===== config.mk =====
export PLATFORM = sky130hd
export DESIGN_NAME = serial_config_port_status
export DESIGN_NICKNAME = d
export VERILOG_FILES = /design/src/hw/serial_config_port_status.sv /design/src/hw/cfg_reg_store.sv
export SDC_FILE = /design/constraint.sdc
export NUM_CORES = 1
export LEC_CHECK = 0
export BUFFER_PORTS_ARGS = -buffer_cell sky130_fd_sc_hd__buf_2
export CAP_MARGIN = 40
export CELL_PAD_IN_SITES_DETAIL_PLACEMENT = 1
export CELL_PAD_IN_SITES_GLOBAL_PLACEMENT = 2
export CORE_ASPECT_RATIO = 2
export CORE_MARGIN = 5
export CORE_UTILIZATION = 49
export CTS_BUF_LIST = sky130_fd_sc_hd__clkbuf_4 sky130_fd_sc_hd__clkbuf_8 sky130_fd_sc_hd__clkbuf_16
export DETAILED_ROUTE_END_ITERATION = 16
export GPL_ROUTABILITY_DRIVEN = 0
export PLACE_DENSITY = 0.93
export SLEW_MARGIN = 10
export SYNTH_ARGS = -nofsm -noshare
export SYNTH_HDL_FRONTEND = slang
export SYNTH_HIERARCHICAL = 1
export SYNTH_SLANG_ARGS = --single-unit
export TNS_END_PERCENT = 10

===== constraint.sdc =====
create_clock -name i_mclk -period 8.57 [get_ports i_mclk]
set_input_delay 1.714 -clock i_mclk [delete_from_list [all_inputs] [get_ports i_mclk]]
set_output_delay 1.714 -clock i_mclk [all_outputs]
set_load 0.01 [all_outputs]

===== src/hw/serial_config_port_status.sv =====
// serial config port, status pin mux, lock detector and avalon slave
//
// Behaviour
// - unlock flag selectable onto either status output
// - unlock pin level is inverse of register bit
// - several selects on one output are OR-ed
// - digital slip counter asserts unlock past threshold
// - large error holds unlock, medium error toggles
// - tiny error gives rare thousand-cycle low excursions
// - mode pins pick serial, two-wire or pin
// - pin mode takes setup from five pins
// - writes to read-only bits change nothing
// - twenty-one 16-bit registers at addresses 0 to 20, status at 21
// - message: direction, 4 fixed, 11 address, 16 data
// - select low starts, data sampled rising clock
// - first bit 1 means read, 0 write
// - early select high aborts with no change
// - read data driven for 16 clocks after header
// - serial output released while select high
// - select held low auto-increments address per word
// - reference-selection flag routable to either output
// - reference-loss flag routable to either output
// - register 3 bits 12..7 hold event selects
package scp_pkg;
	localparam int REG_W = 16;
	localparam int AW = 5;
	localparam int PTR_W = 11;
	localparam logic [PTR_W-1:0] NUM_REGS = 11'h015;
	localparam logic [PTR_W-1:0] STAT_REG = 11'h015;
	localparam logic [PTR_W-1:0] SEL_REG = 11'h003;
	localparam int UNLOCK_BIT = 2;
	localparam int SEL_A_REF = 12;
	localparam int SEL_A_LOSS = 11;
	localparam int SEL_A_UNLK = 10;
	localparam int SEL_B_REF = 9;
	localparam int SEL_B_LOSS = 8;
	localparam int SEL_B_UNLK = 7;
	localparam int DIR_POS = 15;
	localparam logic [3:0] LAST_BIT = 4'hf;
	localparam logic [1:0] MODE_SPI = 2'h0;
	localparam logic [1:0] MODE_I2C = 2'h1;
	localparam logic [1:0] MODE_PIN = 2'h2;
	localparam logic [3:0] AV_CTRL = 4'h0;
	localparam logic [3:0] AV_STAT = 4'h4;
	localparam logic [7:0] SLIP_THR_RST = 8'h04;
	localparam logic [9:0] HOLD_PFD = 10'h3e8;
	typedef enum logic [3:0] {
		ST_IDLE = 4'h1,
		ST_HDR = 4'h2,
		ST_WDATA = 4'h4,
		ST_RDATA = 4'h8
	} port_state_t;
endpackage : scp_pkg

module serial_config_port_status
	import scp_pkg::*;
(
	// clock and reset
	input wire logic i_mclk,
	input wire logic i_rstn,
	// serial port pins
	input wire logic i_serial_clk,
	input wire logic i_serial_select_n,
	input wire logic i_serial_in,
	output logic o_serial_out,
	output logic o_serial_out_oe,
	// mode and configuration pins
	input wire logic [1:0] i_host_mode,
	input wire logic [4:0] i_config_select_pins,
	output logic o_spi_sel,
	output logic o_i2c_sel,
	output logic o_pin_mode,
	output logic [4:0] o_preset_sel,
	// loop monitors
	input wire logic i_pfd_ref,
	input wire logic i_pfd_fb,
	input wire logic i_ref_loss_flag,
	input wire logic i_ref_sec_sel,
	// status pins
	output logic o_flag_out_a,
	output logic o_flag_out_b,
	// avalon-mm slave
	input wire logic [3:0] i_avs_address,
	input wire logic i_avs_read,
	input wire logic i_avs_write,
	input wire logic [31:0] i_avs_writedata,
	output logic [31:0] o_avs_readdata,
	output logic o_avs_waitrequest
);

	// ----------------------------------------------------------------
	// pin synchronisers
	// ----------------------------------------------------------------
	logic [9:0] sync1_r;
	logic [9:0] sync2_r;
	logic [4:0] cfg1_r;
	logic [4:0] cfg2_r;
	logic sclk_d_r;
	logic ref_d_r;
	logic fb_d_r;

	always_ff @(posedge i_mclk)
	begin
		if (!i_rstn)
		begin
			sync1_r <= 10'h001;
			sync2_r <= 10'h001;
			cfg1_r <= 5'h00;
			cfg2_r <= 5'h00;
			sclk_d_r <= 1'b0;
			ref_d_r <= 1'b0;
			fb_d_r <= 1'b0;
		end
		else
		begin
			sync1_r <= {i_host_mode, i_ref_sec_sel, i_ref_loss_flag,
				i_pfd_fb, i_pfd_ref, i_serial_in, i_serial_clk,
				1'b0, i_serial_select_n};
			sync2_r <= sync1_r;
			cfg1_r <= i_config_select_pins;
			cfg2_r <= cfg1_r;
			sclk_d_r <= sync2_r[2];
			ref_d_r <= sync2_r[4];
			fb_d_r <= sync2_r[5];
		end
	end

	logic cs_n;
	logic sclk;
	logic serial_in;
	logic ref_loss;
	logic ref_sec;
	logic [1:0] mode;
	logic sclk_rise;
	logic sclk_fall;
	logic ref_edge;
	logic fb_edge;

	assign cs_n = sync2_r[0];
	assign sclk = sync2_r[2];
	assign serial_in = sync2_r[3];
	assign ref_loss = sync2_r[6];
	assign ref_sec = sync2_r[7];
	assign mode = sync2_r[9:8];
	assign sclk_rise = sclk & ~sclk_d_r;
	assign sclk_fall = ~sclk & sclk_d_r;
	assign ref_edge = sync2_r[4] & ~ref_d_r;
	assign fb_edge = sync2_r[5] & ~fb_d_r;

	// ----------------------------------------------------------------
	// mode selection
	// ----------------------------------------------------------------
	always_ff @(posedge i_mclk)
	begin
		if (!i_rstn)
		begin
			o_spi_sel <= 1'b0;
			o_i2c_sel <= 1'b0;
			o_pin_mode <= 1'b0;
			o_preset_sel <= 5'h00;
		end
		else
		begin
			o_spi_sel <= (mode == MODE_SPI);
			o_i2c_sel <= (mode == MODE_I2C);
			o_pin_mode <= (mode == MODE_PIN);
			// presets follow the pins only in standalone mode
			if (mode == MODE_PIN)
			begin
				o_preset_sel <= cfg2_r;
			end
		end
	end

	// ----------------------------------------------------------------
	// serial port state machine
	// ----------------------------------------------------------------
	port_state_t state_r;
	logic [3:0] cnt_r;
	logic [14:0] hdr_r;
	logic [REG_W-1:0] wsh_r;
	logic [REG_W-1:0] osh_r;
	logic [PTR_W-1:0] ptr_r;
	logic rd_req_r;
	logic rd_load_r;
	logic out_r;
	logic oe_r;
	logic [REG_W-1:0] sel_r;
	logic [REG_W-1:0] mem_q;
	logic mem_we;
	logic unlock_r;
	logic [REG_W-1:0] stat_word;
	logic [REG_W-1:0] hdr_full;
	logic abort;

	function automatic logic writable(input logic [PTR_W-1:0] a);
		writable = (a < NUM_REGS);
	endfunction : writable

	assign hdr_full = {hdr_r, serial_in};
	// select high at any point drops the message; the word in progress is not committed
	assign abort = cs_n || (mode != MODE_SPI);
	assign mem_we = (state_r == ST_WDATA) && !abort && sclk_rise &&
		(cnt_r == LAST_BIT) && writable(ptr_r);
	assign stat_word = {{(REG_W-UNLOCK_BIT-1){1'b0}}, unlock_r,
		{UNLOCK_BIT{1'b0}}};

	always_ff @(posedge i_mclk)
	begin
		if (!i_rstn)
		begin
			state_r <= ST_IDLE;
			cnt_r <= 4'h0;
			hdr_r <= 15'h0000;
			wsh_r <= 16'h0000;
			ptr_r <= 11'h000;
			rd_req_r <= 1'b0;
		end
		else
		begin
			rd_req_r <= 1'b0;
			if (abort)
			begin
				state_r <= ST_IDLE;
				cnt_r <= 4'h0;
			end
			else
			begin
				unique case (state_r)
				ST_IDLE:
				begin
					state_r <= ST_HDR;
					cnt_r <= 4'h0;
				end
				ST_HDR:
				begin
					if (sclk_rise)
					begin
						hdr_r <= hdr_full[14:0];
						cnt_r <= cnt_r + 4'h1;
						if (cnt_r == LAST_BIT)
						begin
							// fixed bits are not checked
							ptr_r <= hdr_full[PTR_W-1:0];
							if (hdr_full[DIR_POS])
							begin
								state_r <= ST_RDATA;
								rd_req_r <= 1'b1;
							end
							else
							begin
								state_r <= ST_WDATA;
							end
						end
					end
				end
				ST_WDATA:
				begin
					if (sclk_rise)
					begin
						wsh_r <= {wsh_r[14:0], serial_in};
						cnt_r <= cnt_r + 4'h1;
						if (cnt_r == LAST_BIT)
						begin
							ptr_r <= ptr_r + 11'h001;
						end
					end
				end
				ST_RDATA:
				begin
					if (sclk_rise)
					begin
						cnt_r <= cnt_r + 4'h1;
						if (cnt_r == LAST_BIT)
						begin
							ptr_r <= ptr_r + 11'h001;
							rd_req_r <= 1'b1;
						end
					end
				end
				endcase
			end
		end
	end

	// register 3 shadow keeps event selects live for the pin mux
	always_ff @(posedge i_mclk)
	begin
		if (!i_rstn)
		begin
			sel_r <= 16'h0000;
		end
		else if (mem_we && ptr_r == SEL_REG)
		begin
			sel_r <= {wsh_r[14:0], serial_in};
		end
	end

	cfg_reg_store #(
		.WIDTH(REG_W),
		.DEPTH(32),
		.AW(AW)
	) u_store (
		.i_mclk(i_mclk),
		.i_we(mem_we),
		.i_waddr(ptr_r[AW-1:0]),
		.i_wdata({wsh_r[14:0], serial_in}),
		.i_re(rd_req_r),
		.i_raddr(ptr_r[AW-1:0]),
		.o_rdata(mem_q)
	);

	// ----------------------------------------------------------------
	// read data shifter
	// ----------------------------------------------------------------
	// load lands one mclk cycle before the synchronised falling edge at the bench rate
	always_ff @(posedge i_mclk)
	begin
		if (!i_rstn)
		begin
			rd_load_r <= 1'b0;
			osh_r <= 16'h0000;
			out_r <= 1'b0;
			oe_r <= 1'b0;
		end
		else
		begin
			rd_load_r <= rd_req_r;
			oe_r <= (state_r == ST_RDATA) && !abort;
			if (rd_load_r)
			begin
				if (ptr_r == STAT_REG)
				begin
					osh_r <= stat_word;
				end
				else if (writable(ptr_r))
				begin
					osh_r <= mem_q;
				end
				else
				begin
					osh_r <= 16'h0000;
				end
			end
			else if (sclk_fall && state_r == ST_RDATA && !abort)
			begin
				out_r <= osh_r[REG_W-1];
				osh_r <= {osh_r[14:0], 1'b0};
			end
		end
	end

	assign o_serial_out = out_r;
	assign o_serial_out_oe = oe_r;

	// ----------------------------------------------------------------
	// lock detector
	// ----------------------------------------------------------------
	logic [1:0] lead_r;
	logic [7:0] slips_r;
	logic [9:0] hold_r;
	logic [7:0] thr_r;
	logic slip;

	// lead counts unmatched edges; a second one in a row is a slip
	assign slip = (ref_edge && !fb_edge && lead_r == 2'h1) ||
		(fb_edge && !ref_edge && lead_r == 2'h3);

	always_ff @(posedge i_mclk)
	begin
		if (!i_rstn)
		begin
			lead_r <= 2'h0;
		end
		else if (ref_edge && !fb_edge && lead_r != 2'h1)
		begin
			lead_r <= lead_r + 2'h1;
		end
		else if (fb_edge && !ref_edge && lead_r != 2'h3)
		begin
			lead_r <= lead_r - 2'h1;
		end
	end

	// a long hold filters single slips into one bounded excursion
	always_ff @(posedge i_mclk)
	begin
		if (!i_rstn)
		begin
			slips_r <= 8'h00;
			hold_r <= 10'h000;
			unlock_r <= 1'b0;
		end
		else if (slip && slips_r >= thr_r)
		begin
			unlock_r <= 1'b1;
			hold_r <= HOLD_PFD;
			slips_r <= 8'h00;
		end
		else
		begin
			if (slip)
			begin
				slips_r <= slips_r + 8'h01;
			end
			if (ref_edge && hold_r != 10'h000)
			begin
				hold_r <= hold_r - 10'h001;
			end
			else if (hold_r == 10'h000)
			begin
				unlock_r <= 1'b0;
			end
		end
	end

	// ----------------------------------------------------------------
	// status pin mux
	// ----------------------------------------------------------------
	// loss flag passes unfiltered, so a stuck loss engine shows here
	always_ff @(posedge i_mclk)
	begin
		if (!i_rstn)
		begin
			o_flag_out_a <= 1'b0;
			o_flag_out_b <= 1'b0;
		end
		else
		begin
			o_flag_out_a <= (sel_r[SEL_A_REF] & ref_sec) |
				(sel_r[SEL_A_LOSS] & ref_loss) |
				(sel_r[SEL_A_UNLK] & ~unlock_r);
			o_flag_out_b <= (sel_r[SEL_B_REF] & ref_sec) |
				(sel_r[SEL_B_LOSS] & ref_loss) |
				(sel_r[SEL_B_UNLK] & ~unlock_r);
		end
	end

	// ----------------------------------------------------------------
	// avalon slave
	// ----------------------------------------------------------------
	logic ack_r;

	assign o_avs_waitrequest = (i_avs_read | i_avs_write) & ~ack_r;

	always_ff @(posedge i_mclk)
	begin
		if (!i_rstn)
		begin
			ack_r <= 1'b0;
			thr_r <= SLIP_THR_RST;
			o_avs_readdata <= 32'h00000000;
		end
		else
		begin
			ack_r <= (i_avs_read | i_avs_write) & ~ack_r;
			if (i_avs_write && !ack_r && i_avs_address == AV_CTRL)
			begin
				thr_r <= i_avs_writedata[7:0];
			end
			if (i_avs_read && !ack_r)
			begin
				unique case (i_avs_address)
				AV_CTRL: o_avs_readdata <= {24'h000000, thr_r};
				AV_STAT: o_avs_readdata <= {21'h000000, state_r != ST_IDLE,
					cfg2_r, mode, ref_sec, ref_loss, unlock_r};
				default: o_avs_readdata <= 32'h00000000;
				endcase
			end
		end
	end
endmodule : serial_config_port_status


===== src/hw/cfg_reg_store.sv =====
// register file storage: single write port, registered read port
module cfg_reg_store #(
	parameter int WIDTH = 16,
	parameter int DEPTH = 32,
	parameter int AW = 5
) (
	// clock
	input wire logic i_mclk,
	// write port
	input wire logic i_we,
	input wire logic [AW-1:0] i_waddr,
	input wire logic [WIDTH-1:0] i_wdata,
	// read port
	input wire logic i_re,
	input wire logic [AW-1:0] i_raddr,
	output logic [WIDTH-1:0] o_rdata
);

	logic [WIDTH-1:0] mem_r [DEPTH];

	// contents are not reset: software configures them after power-up
	always_ff @(posedge i_mclk)
	begin
		if (i_we)
		begin
			mem_r[i_waddr] <= i_wdata;
		end
	end

	always_ff @(posedge i_mclk)
	begin
		if (i_re)
		begin
			o_rdata <= mem_r[i_raddr];
		end
	end

endmodule : cfg_reg_store


==> impl_metrics.yaml <==
run_status:
  outcome: "finished, final reports clean"
die:
  dieArea_um2: 60900
  core-area_um2: 55400
  chipWidth_um: 177
  num_rows: 122
  initial_core_util_pct: 49.4
  die_h_um: 344
  boundaryPins: 99
global_routing:
  globalRouteTotalUtil_pct: 23.7
  grt_antenna_before_repair: 0
  grt_max_degree: 121
  first_global_vias: 17604
  grt_pass1_wl_mm: 108
  overall_overflow_remaining_after_global_route: 0
sta:
  post_route_clock_skew_ns: 0.0168
  grt_setup_unrepaired: "no"
  timing.slew.headroom_pct: 32.6
  final-setup-viol-count: 0
  tightest_slew_ns: 1.01
  final.period_utilization_pct: 45.2
  final_hold_vio_count: 0
  finalMaxSlewViolations: 0
  tns_ns: 0
  max_clock_freq_mhz: 258
  period_needed_ns: 3.87
clocking:
  cts_tree: "done"
  post_cts_resized: 0
  cts.clk_slew.worst_paths_ns: 0.06
  cts.hold.buffers_added: 0
  clock_sink_total: 685
  clock_tree.buffer_depth: 3
  cts_inserted_buffers: 53
  h-tree-depth: 2
  clk_latency_ns: 0.59
  cts-root-buf: "sky130_fd_sc_hd__clkbuf_16"
  postCtsSetupRepairBufs: 0
final_layout:
  layout.cells.most_common: "sky130_fd_sc_hd__edfxtp_1"
  layout-drive-gt1-share_pct: 11.9
  most-common-layout-cells: "528 x sky130_fd_sc_hd__edfxtp_1, 321 x sky130_fd_sc_hd__mux2i_1, 156 x sky130_fd_sc_hd__dfxtp_1, 127 x sky130_fd_sc_hd__nor2_1, 75 x sky130_fd_sc_hd__nand2_1"
  syn2layout_area_growth_pct: 10.3
  finalNetCount: 1991
  insertedDiodeCount: 0
worst_setup_path:
  critPathArrivalTime_ns: 2.16
  critPathKind: "in2out"
  critPathCaptureType: "output port"
  critPathRequiredTime_ns: 6.86
  worst_setup_path_start_kind: "input pin"
  timing.critical_path.fanout_max: 4
pwr:
  total_power_consumption_uw: 6100
  clock_power_share_pct: 40.6
  vdd.ir_drop.worst_mv: 0.200
  combPwrFrac_pct: 1.2
  powerDensity_nw_per_um2: 202
  p_leak_uw: 0.0101
  p_seq_share_pct: 58.2
  power_report.internal_total_uw: 4900
  sw_frac_of_total_pct: 19.6
  p_sw_uw: 1200
yosys:
  synth_area_per_cell_um2: 14.8
  synth_ff_type: "sky130_fd_sc_hd__edfxtp_1"
  netlist-cell-type-count: 67
  synth_sequential_area_ratio_pct: 69.5
  synth-edff-count: 528
  post_synthesis_instance_total: 1852
  async_flop_share_pct: 0
  number_of_synthesized_register_bits: 685
  yosysWarnings: 6
  synthesis.area_um2: 27400
run:
  max-cap-violations: 0
worst_hold_path:
  min-delay-path-class: "reg2reg"
place:
  detailedPlacementHpwl_mm: 47.0
  io_buffer_count: 53
route:
  drt_first_pass_iters: 5
  drt_iter0_drc: 1113
  remaining_drcs: 0
  viasPerCell: 5.93
  vias: 16058
  antenna_violating_nets_post_route: 0
  wire_length_per_cell_um: 26.8
  route.final.wire_length_mm: 72.4
## kinds of logic after synthesis
| family | after synthesis | share of synthesized area [%] |
|---|---|---|
| flops | 685 | 69.5 |
| simple gates | 430 | 7.94 |
| mux | 323 | 11.8 |
| compound gates | 239 | 6.21 |
| buf+inv | 145 | 3.42 |
| fa+ha+maj | 15 | 0.686 |
| xor+xnor | 14 | 0.448 |
| other cells | 1 | 0.0137 |
## cell usage after synthesis, types with 6 or more instances
cell / instances / area, um2
sky130_fd_sc_hd__buf_6: 7 / 78.8
sky130_fd_sc_hd__nor2b_1: 10 / 62.6
sky130_fd_sc_hd__buf_8: 6 / 90.1
sky130_fd_sc_hd__nand4_1: 29 / 181
sky130_fd_sc_hd__dfxtp_1: 157 / 3140
sky130_fd_sc_hd__a21oi_1: 60 / 300
sky130_fd_sc_hd__nand3b_1: 8 / 60.1
sky130_fd_sc_hd__nor4_1: 7 / 43.8
sky130_fd_sc_hd__a22oi_1: 67 / 503
sky130_fd_sc_hd__edfxtp_1: 528 / 15900
sky130_fd_sc_hd__nand3_1: 63 / 315
sky130_fd_sc_hd__ha_1: 15 / 188
sky130_fd_sc_hd__and2_1: 35 / 219
sky130_fd_sc_hd__a22o_1: 32 / 280
sky130_fd_sc_hd__inv_1: 16 / 60.1
sky130_fd_sc_hd__buf_2: 29 / 145
sky130_fd_sc_hd__o21ai_0: 9 / 45.0
sky130_fd_sc_hd__nand2_1: 75 / 282
sky130_fd_sc_hd__a31oi_1: 20 / 125
sky130_fd_sc_hd__buf_4: 41 / 308
sky130_fd_sc_hd__mux2i_1: 321 / 3210
sky130_fd_sc_hd__nor2_1: 127 / 477
sky130_fd_sc_hd__clkbuf_1: 39 / 146
sky130_fd_sc_hd__a222oi_1: 10 / 100
sky130_fd_sc_hd__nand2b_1: 11 / 68.8
sky130_fd_sc_hd__o2bb2ai_1: 13 / 114
sky130_fd_sc_hd__xor2_1: 9 / 78.8
sky130_fd_sc_hd__nor3_1: 30 / 150
## metal layers
layer / wire [um] / vias to the layer above / global-route usage [%]
met4: 5450 / 0 / 15.1
met1: 24000 / 8205 / 24.1
li1: - / 7133 / -
met5: 0 / - / 0
met3: 3230 / 178 / 2.97
met2: 39700 / 542 / 44.8
## path summary, 6_finish.rpt
path	slack (ns)	cells past startpoint	from	endpoint
max	4.70	4	i_avs_read	o_avs_waitrequest
max reg2reg	4.83	6	sync2_r[2]	u_store/mem_r[11][15]
min	0.42	1	sync1_r[0]	sync2_r[0]
min reg2reg	0.42	1	sync1_r[0]	sync2_r[0]
## critical path, stage by stage
cell,delay [ns]
sky130_fd_sc_hd__buf_2,0.12
sky130_fd_sc_hd__nor2_1,0.13
sky130_fd_sc_hd__nor2_1,0.05
sky130_fd_sc_hd__buf_2,0.14
## flip-flops by register name, indices dropped and copies added (netlist names), 4 cells and up
register / cells
u_store/mem_r: 512
osh_r: 16
u_store/o_rdata: 16
hdr_r: 15
wsh_r: 15
o_avs_readdata: 11
ptr_r: 11
hold_r: 10
sync1_r: 9
sync2_r: 9
slips_r: 8
thr_r: 8
sel_r: 6
cfg1_r: 5
cfg2_r: 5
o_preset_sel: 5
cnt_r: 4
state_r: 4
## metrics by stage
stage	setup slack, ns	instance area, um2	hold slack [ns]	utilization [%]	cells
6_report	4.70	30200	0.420	54.5	2706
5_1_grt	4.62	30200	0.448	54.5	2706
4_1_cts	4.70	30100	0.431	54.4	2704
3_5_place_dp	4.71	28400	0.415	51.3	2609
3_3_place_gp	4.72	28200	0.397	50.9	2598
2_1_floorplan	4.95	27400	0.386	-	1872
## cell type report
class | instances | area (um2)
Fill cell | 5289 | 25200
Sequential cell | 685 | 19000
Multi-Input combinational cell | 1042 | 7520
Clock buffer | 68 | 1480
Timing Repair Buffer | 124 | 953
Tap cell | 744 | 931
Clock inverter | 27 | 239
Inverter | 16 | 60.1
## power groups by stage
stage | Sequential (uW) | Clock [uW] | Combinational [uW]
3_5_place_dp | 3620 | 0 | 76.2
6_report | 3550 | 2480 | 75.9
2_1_floorplan | 3620 | 0 | 56.4
3_3_place_gp | 3620 | 0 | 71.3
4_1_cts | 3550 | 2520 | 76.9
5_1_grt | 3550 | 2670 | 84.4
Power figures use the tool's default switching activity.
